[config.mk]
export PLATFORM = sky130hd
export DESIGN_NAME = ccs_top
export DESIGN_NICKNAME = d
export VERILOG_FILES = /design/src/rtl/ccs_pkg.sv /design/src/rtl/ccs_top.sv /design/src/rtl/ccs_capture_lane.sv
export VERILOG_INCLUDE_DIRS = /design/src /design/src/rtl
export SDC_FILE = /design/constraint.sdc
export NUM_CORES = 1
export LEC_CHECK = 0
export ABC_AREA = 1
export BUFFER_PORTS_ARGS = -buffer_cell sky130_fd_sc_hd__buf_2
export CAP_MARGIN = 10
export CORE_MARGIN = 5
export CORE_UTILIZATION = 58
export DETAILED_ROUTE_END_ITERATION = 16
export GPL_TIMING_DRIVEN = 1
export PLACE_DENSITY_LB_ADDON = 0.05
export SLEW_MARGIN = 15
export SYNTH_ARGS = -nofsm -noshare
export SYNTH_HDL_FRONTEND = slang
export SYNTH_HIERARCHICAL = 1
export SYNTH_SLANG_ARGS = --single-unit
[constraint.sdc]
create_clock -name mclk -period 2.15 [get_ports mclk]
set_input_delay 0.43 -clock mclk [delete_from_list [all_inputs] [get_ports mclk]]
set_output_delay 0.43 -clock mclk [all_outputs]
set_load 0.01 [all_outputs]
[src/rtl/ccs_cfg.svh]
`ifndef CCS_CFG_SVH
`define CCS_CFG_SVH

// capture edge field
`define CCS_EDGE_OFF  2'h0
`define CCS_EDGE_RISE 2'h1
`define CCS_EDGE_FALL 2'h2
`define CCS_EDGE_BOTH 2'h3

// capture source field
`define CCS_SRC_PA2   2'h0
`define CCS_SRC_PA3   2'h1
`define CCS_SRC_32K   2'h2
`define CCS_SRC_1K    2'h3

// counter byte values
`define CCS_BYTE_ZERO 8'h00
`define CCS_BYTE_MAX  8'hFF
`define CCS_BYTE_STEP 8'h01
`define CCS_BYTE_RST  8'h00

`endif

[src/rtl/ccs_pkg.sv]
package ccs_pkg;

  typedef struct packed {
    logic [1:0] capture_edge_select;
    logic [1:0] capture_source_select;
    logic       cascade;
    logic       count_down_a;
    logic       count_down_b;
  } ccs_cfg_s;

  typedef struct packed {
    logic run;
    logic tick;
  } ccs_cnt_clk_s;

  typedef struct packed {
    logic       wr_a;
    logic       wr_b;
    logic [7:0] data;
  } ccs_load_s;

endpackage

[src/rtl/ccs_top.sv]
// Behaviour
// - capture active: reads return shadow, not counter
// - interrupt once shadow refreshed by capture
// - one shared capture condition for both counters
// - counters wrap: overflow to zero, underflow max
// - edge field: off, rising, falling, both
// - source field: 1K, 32K, line three, two
// - interrupt on the third counter clock after a source edge
// - separate interrupt line per counter
// - capture detected separately for each counter
`include "ccs_cfg.svh"

module ccs_top import ccs_pkg::*; (
  // clock and reset
  input  wire logic         mclk,
  input  wire logic         rstn,
  input  wire logic         ce,
  // configuration
  input  wire ccs_cfg_s     counter_config_two,
  // counter clocks and load
  input  wire ccs_cnt_clk_s clk_a,
  input  wire ccs_cnt_clk_s clk_b,
  input  wire ccs_load_s    load,
  // capture sources
  input  wire logic         src_1k,
  input  wire logic         src_32k,
  input  wire logic         port_a_line_two,
  input  wire logic         port_a_line_three,
  // processor view
  output logic        [7:0] counter_value_a,
  output logic        [7:0] counter_value_b,
  output logic              counter_a_irq,
  output logic              counter_b_irq
);

  logic [7:0] cnt_a;
  logic [7:0] cnt_b;
  logic [7:0] next_cnt_a;
  logic [7:0] next_cnt_b;
  logic [7:0] next_rd_a;
  logic [7:0] next_rd_b;
  logic [7:0] shadow_a;
  logic [7:0] shadow_b;
  logic       carry_a;
  logic       tick_b_eff;
  logic       down_b_eff;
  logic       cap_on;
  logic       sel_src;

  // one capture source shared by both counters
  always_comb begin
    case (counter_config_two.capture_source_select)
      `CCS_SRC_1K:  sel_src = src_1k;
      `CCS_SRC_32K: sel_src = src_32k;
      `CCS_SRC_PA3: sel_src = port_a_line_three;
      default:      sel_src = port_a_line_two;
    endcase
  end

  assign cap_on     = counter_config_two.capture_edge_select != `CCS_EDGE_OFF;
  // cascaded: counter b is the high byte, clocked by a's carry
  assign tick_b_eff = counter_config_two.cascade ? clk_a.tick : clk_b.tick;
  assign down_b_eff = counter_config_two.cascade ? counter_config_two.count_down_a
                                                 : counter_config_two.count_down_b;

  always_comb begin
    next_cnt_a = cnt_a;
    next_cnt_b = cnt_b;
    carry_a    = 1'b0;
    if (load.wr_a) begin
      next_cnt_a = load.data;
    end else if (clk_a.run && clk_a.tick) begin
      if (counter_config_two.count_down_a) begin
        next_cnt_a = cnt_a - `CCS_BYTE_STEP;
        carry_a    = cnt_a == `CCS_BYTE_ZERO;
      end else begin
        next_cnt_a = cnt_a + `CCS_BYTE_STEP;
        carry_a    = cnt_a == `CCS_BYTE_MAX;
      end
    end
    if (load.wr_b) begin
      next_cnt_b = load.data;
    end else if (counter_config_two.cascade ? carry_a : (clk_b.run && clk_b.tick)) begin
      next_cnt_b = down_b_eff ? cnt_b - `CCS_BYTE_STEP : cnt_b + `CCS_BYTE_STEP;
    end
    // reads see the shadows while capture is active
    next_rd_a = cap_on ? shadow_a : cnt_a;
    next_rd_b = cap_on ? shadow_b : cnt_b;
  end

  always_ff @(posedge mclk) begin
    if (!rstn) begin
      cnt_a           <= `CCS_BYTE_RST;
      cnt_b           <= `CCS_BYTE_RST;
      counter_value_a <= `CCS_BYTE_RST;
      counter_value_b <= `CCS_BYTE_RST;
    end else if (ce) begin
      cnt_a           <= next_cnt_a;
      cnt_b           <= next_cnt_b;
      counter_value_a <= next_rd_a;
      counter_value_b <= next_rd_b;
    end
  end

  // independent detection and interrupt per counter
  ccs_capture_lane lane_a (
    .mclk     (mclk),
    .rstn     (rstn),
    .ce       (ce),
    .tick     (clk_a.tick),
    .src      (sel_src),
    .edge_sel (counter_config_two.capture_edge_select),
    .count    (cnt_a),
    .shadow   (shadow_a),
    .irq      (counter_a_irq)
  );

  ccs_capture_lane lane_b (
    .mclk     (mclk),
    .rstn     (rstn),
    .ce       (ce),
    .tick     (tick_b_eff),
    .src      (sel_src),
    .edge_sel (counter_config_two.capture_edge_select),
    .count    (cnt_b),
    .shadow   (shadow_b),
    .irq      (counter_b_irq)
  );
endmodule

[src/rtl/ccs_capture_lane.sv]
`include "ccs_cfg.svh"

module ccs_capture_lane import ccs_pkg::*; (
  // clock and reset
  input  wire logic       mclk,
  input  wire logic       rstn,
  input  wire logic       ce,
  // counter clock and capture source
  input  wire logic       tick,
  input  wire logic       src,
  input  wire logic [1:0] edge_sel,
  input  wire logic [7:0] count,
  // shadow and event
  output logic      [7:0] shadow,
  output logic            irq
);

  logic       s1;
  logic       s2;
  logic       s3;
  logic       hit;
  logic       next_s1;
  logic       next_s2;
  logic       next_s3;
  logic [7:0] next_shadow;
  logic       next_irq;

  // source resynchronised on the tick this lane is given (counter a's tick for b when cascaded), edge taken from the later stages
  always_comb begin
    next_s1     = s1;
    next_s2     = s2;
    next_s3     = s3;
    next_shadow = shadow;
    next_irq    = 1'b0;
    hit         = 1'b0;
    if (tick) begin
      next_s1 = src;
      next_s2 = s1;
      next_s3 = s2;
      case (edge_sel)
        `CCS_EDGE_RISE: hit = s2 & ~s3;
        `CCS_EDGE_FALL: hit = ~s2 & s3;
        `CCS_EDGE_BOTH: hit = s2 ^ s3;
        default:        hit = 1'b0;
      endcase
      if (hit) begin
        next_shadow = count;
        next_irq    = 1'b1;
      end
    end
  end

  always_ff @(posedge mclk) begin
    if (!rstn) begin
      s1     <= 1'b0;
      s2     <= 1'b0;
      s3     <= 1'b0;
      shadow <= `CCS_BYTE_RST;
      irq    <= 1'b0;
    end else if (ce) begin
      s1     <= next_s1;
      s2     <= next_s2;
      s3     <= next_s3;
      shadow <= next_shadow;
      irq    <= next_irq;
    end
  end
endmodule

# Yosys cells after proc, flatten, opt, wreduce, memory -nomap -nowiden

Cells that the tools add are included.

Output and inout bits: 18
Bits in registers: 56
Input port bits: 28

Equal/unequal tests: 7
Reductions and logical operators: 12
Bitwise operators: 10
Muxes and demuxes: 23
Add/sub/neg operators: 4

Operators with widths:

| kind                                                | number |
|---|---|
| 2-to-1 mux 8 bit                                    | 8 |
| adder 8 x 1 -> 8 bit, second input constant         | 2 |
| subtractor 8 x 1 -> 8 bit, second input constant    | 2 |
| 2-to-1 mux 1 bit                                    | 12 |
| one-hot mux 1 bit (3 select lines)                  | 3 |
| equality test 2 bit, second input constant          | 4 |
| equality test 8 bit, second input constant          | 1 |
| zero test 8 bit                                     | 1 |
| AND reduction 2 bit                                 | 4 |
| AND reduction 3 bit                                 | 2 |
| nonzero test 2 bit                                  | 3 |
| AND 1 bit                                           | 4 |
| equality test 2 x 1 -> 1 bit, second input constant | 2 |
| inverter 1 bit                                      | 4 |
| logical AND 1 bit                                   | 2 |
| bitwise XOR 1 bit                                   | 2 |

# Depth between registers and ports, before layout

Word-level depth: 7
Gate-level depth with buffers: 14

# Cells and area by module

The synthesis kept the hierarchy.

Modules (own cells, without submodules):

| module           | area an instance (um^2) | instances | cells an instance |
|---|---|---|---|
| ccs_top          | 2245.9                  | 1         | 350 |
| ccs_capture_lane | 578.1                   | 2         | 79 |

# Least setup slack after synthesis

Ideal clock, no wire load.

Path type: input to register
Start: input counter_config_two[1] (netlist name)
End: register cnt_b[7]
Stages on the path: 13
Setup slack: 238 ps
Arrival: 1842 ps
Library setup time: 70 ps
Path buffers: 0
Cell sequence: inv_1 -> nand2_1 -> nand2_1 -> inv_1 -> ha_1 -> or2_2 -> nand3_1 -> nand2_1 -> nand2_1 -> nand3_1 -> nand2_1 -> nand2_1 -> a21oi_1

Word-level cells in the longest chain between the ends: 6
Elaborated cells between the ends (all ways): 10
Classes of those cells: 8 x mux; 2 x reduce/logical

RTL lines:

| what                                 | line          | text |
|---|---|---|
| from (decl)                          | ccs_top.sv:19 | `input wire ccs_cfg_s counter_config_two,` |
| 2-to-1 mux 1 bit                     | ccs_top.sv:73 | `if (counter_config_two.count_down_a) begin` |
| 2-to-1 mux 1 bit                     | ccs_top.sv:72 | `end else if (clk_a.run && clk_a.tick) begin` |
| 2-to-1 mux 1 bit                     | ccs_top.sv:70 | `if (load.wr_a) begin` |
| 2-to-1 mux 1 bit                     | ccs_top.sv:83 | `end else if (counter_config_two.cascade ? carry_a : (clk_b.run && clk_b.tick)) begin` |
| nonzero test 2 bit (no source line)  | n/a           |  |
| AND reduction 2 bit (no source line) | n/a           |  |
| to (signal assigned)                 | ccs_top.sv:94 | `` cnt_b <= `CCS_BYTE_RST; `` |
| to (signal assigned)                 | ccs_top.sv:99 | `cnt_b <= next_cnt_b;` |
| to (decl)                            | ccs_top.sv:37 | `logic [7:0] cnt_b;` |

Several ways; a longest one is shown, not always the timed one. The select of a mux whose other input is x is not followed.
A chain may end at the register's enable or synchronous reset.

# Worst setup path in the final report

Ends and elaborated chain as after synthesis.

==> impl_metrics.toml <==
[worst_setup_path]
cp-startpoint = "counter_config_two[1]"
crit_path_start_kind = "input port"
critPathCaptureType = "register"
critPathArrivalTime_ns = 2.08
regToRegSetupSlack_ns = 0.41
r2r-start = "cnt_a[0]"
required_ns = 2.39
crit_type = "in -> reg"
r2r_end = "cnt_a[6]"
r2r_cells = 10
endpoint = "cnt_b[7]"
crit_fanout = 6

[cts]
cts_htree_levels = 2
postCtsSetupBuffers = 0
worstSkewPairLatency_ns = 0.31
root_buffer = "clkbuf_8"
cts_buffer_depth = 2
cts_made_buffers = 5
cts_tree = "done"
cts.sinks = 56
holdBufCountCts = 0
path_clk_slew_ns = 0.10
cts_resized = 0

[floorplanning]
die_w_um = 86.6
core_region_area_mm2 = 0.00561
io_pins = 46
num_rows = 27
die_area_mm2 = 0.00750
die_h_um = 86.6
start_util_pct = 60.7

[global_route]
grt_pass1_vias = 2882
antenna_found_initial = 0
grt_usage_pct = 22.3
grt_pass1_wl_mm = 13.6
grt_overflow_total = 0
grt_max_degree = 26

[synth]
ys_types = 33
ys_seq_elements = 56
syn_area_mm2 = 0.00340
syn_area_per_cell_um2 = 6.70
ys_warn_count = 6
syn_nets = 554
yosysSeqAreaShare_pct = 33.0
synth_cells = 508

[placed_design]
gp_congestion = 0.886
hpwl_mm = 6.09
dp.cells = 616
port-buffer-count = 45
place_ws_ns = -0.00246

[pwr]
p_leak_uw = 0.00188
ir_drop_uv = 381
power_density_mw_per_mm2 = 615

[layout]
antenna_cells = 0
final_cell_mix = "nand2_1 (127), inv_1 (71), dfxtp_1 (56)"
layout-drive-gt1-share_pct = 14.1
layout.cells.non_filler = 624
area_growth_pct = 10.7
nNetsFinal = 597
mostFrequentLayoutCell = "nand2_1"
n_fill_cell = 513

[detailed_routing]
drtIter0Drc = 226
vias = 3266
viasPerCell = 5.23
drc_errors = 0
firstDrtPassIters = 4
drt-wirelength-per-cell_um = 13.0
totalWireLength_mm = 8.09
detail-route-antenna-nets = 0

[worst_hold_path]
hold_class = "in -> reg"
hold_start = "load[0]"

[timing]
fmax_ghz = 0.543
tightest_slew_ns = 0.651
finalHoldViolCount = 0
slew_headroom_pct = 56.6
fin_worst_skew_ns = 0.00790
finalWorstSetupSlack_ns = 0.310
maxSlewViolCount = 0
period_minus_slack_ns = 1.84
finalCritPeriodShare_pct = 85.6
rsz0062_at_grt = "false"
timing.final.setup_violations = 0

[run_status]
outcome = "completed"

[flow_run]
max_cap_viol_count = 0
-- how the worst min path moves through the flow --
| stage | end | slack, ns | depth (start not counted) |
|---|---|---|---|
| 3_3_place_gp | counter_value_b[6] | 0.46 | 2 |
| 2_1_floorplan | lane_a/s1 | 0.45 | 2 |
| 3_5_place_dp | counter_value_a[0] | 0.46 | 2 |
| 6_report | cnt_a[0] | 0.41 | 3 |
| 5_1_grt | cnt_a[0] | 0.44 | 3 |
| 4_1_cts | cnt_a[0] | 0.41 | 3 |
-- Yosys cell counts --
master      n  share of area, %
nand2_1   127                14
inv_1      71               7.8
dfxtp_1    56                33
a21oi_1    51               7.5
nor2_1     49               5.4
nand3_1    41               6.0
o21ai_0    27               4.0
ha_1       16               5.9
o211ai_1   16               3.5
clkbuf_1    8              0.88
a21oi_4     4               1.9
buf_6       4               1.3
inv_2       4              0.44
a21boi_0    3              0.66
buf_2       3              0.44
nand2_2     3              0.55
nand3_2     3              0.88
nand3b_1    3              0.66
xor2_1      3              0.77
fa_1        2               1.2
xnor2_1     2              0.51
a21o_1      1              0.22
a31oi_1     1              0.18
a31oi_2     1              0.37
buf_1       1              0.11
buf_4       1              0.22
nor3_2      1              0.29
o21ai_1     1              0.15
o21ai_2     1              0.26
o21bai_1    1              0.22
o22ai_1     1              0.18
o32ai_1     1              0.26
or2_2       1              0.18
-- report_power, final --
part	switching [uW]	total (uW)	internal, uW
clock	345	578	233
sequential	57.4	1160	1100
combinational	356	577	221
total	758	2310	1560
-- per-stage QoR --
step	hold WS, ns	util (%)	cell area (um2)	setup TNS, ns	total power, uW
2_1_floorplan	0.446	-	3400	0	1600
3_3_place_gp	0.455	65.6	3680	0	1740
3_5_place_dp	0.458	65.6	3680	-0.00246	1760
4_1_cts	0.407	67.1	3760	0	2320
5_1_grt	0.439	67.1	3760	0	2470
6_report	0.410	67.1	3760	0	2310
-- cell families (layout without fill, tap and decap cells) --
group,after synthesis,count (layout),share of synthesized area (%)
AOI/OAI and AO/OA,109,109,19.4
xor gates and xnor gates,5,5,1.29
adders and majority gates,18,18,7.06
buffers and inverters,92,136,11.3
DFF,56,56,33.0
and+or+nand+nor,228,228,28.0
-- sequential cells by signal, summed over array words and instances (netlist names) --
signal and count:
lane_b/s2 1, lane_b/shadow 8, counter_value_a 8, lane_a/s3 1, lane_a/shadow 8, counter_value_b 8
lane_b/s3 1, cnt_a 8, cnt_b 8, lane_a/irq 1, lane_a/s2 1, lane_a/s1 1
lane_b/irq 1, lane_b/s1 1
-- worst max-delay path, cell delays in order --
cell     delay [ns]
buf_2          0.10
inv_1          0.08
nand2_1        0.08
nand2_1        0.11
inv_1          0.12
ha_1           0.35
or2_2          0.29
nand3_1        0.10
nand2_1        0.06
nand2_1        0.06
nand3_1        0.06
nand2_1        0.06
nand2_1        0.05
a21oi_1        0.12
-- layout make-up --
cell class | instances | area [um2] | area share [%]
Tap cell | 72 | 90.1 | 2.39
Inverter | 75 | 282 | 7.48
Multi-Input combinational cell | 360 | 1900 | 50.4
Clock inverter | 2 | 16.3 | 0.432
Sequential cell | 56 | 1120 | 29.8
Timing Repair Buffer | 53 | 285 | 7.58
Clock buffer | 6 | 72.6 | 1.93
-- layer usage --
layer	up-vias	wire length [um]	global-route usage [%]
met4	0	41	4.39
met1	1440	3920	32.3
met5	-	0	0
li1	1727	-	-
met2	95	3660	35.9
met3	4	463	2.47
Note: power is estimated with default switching activity, not from simulation.
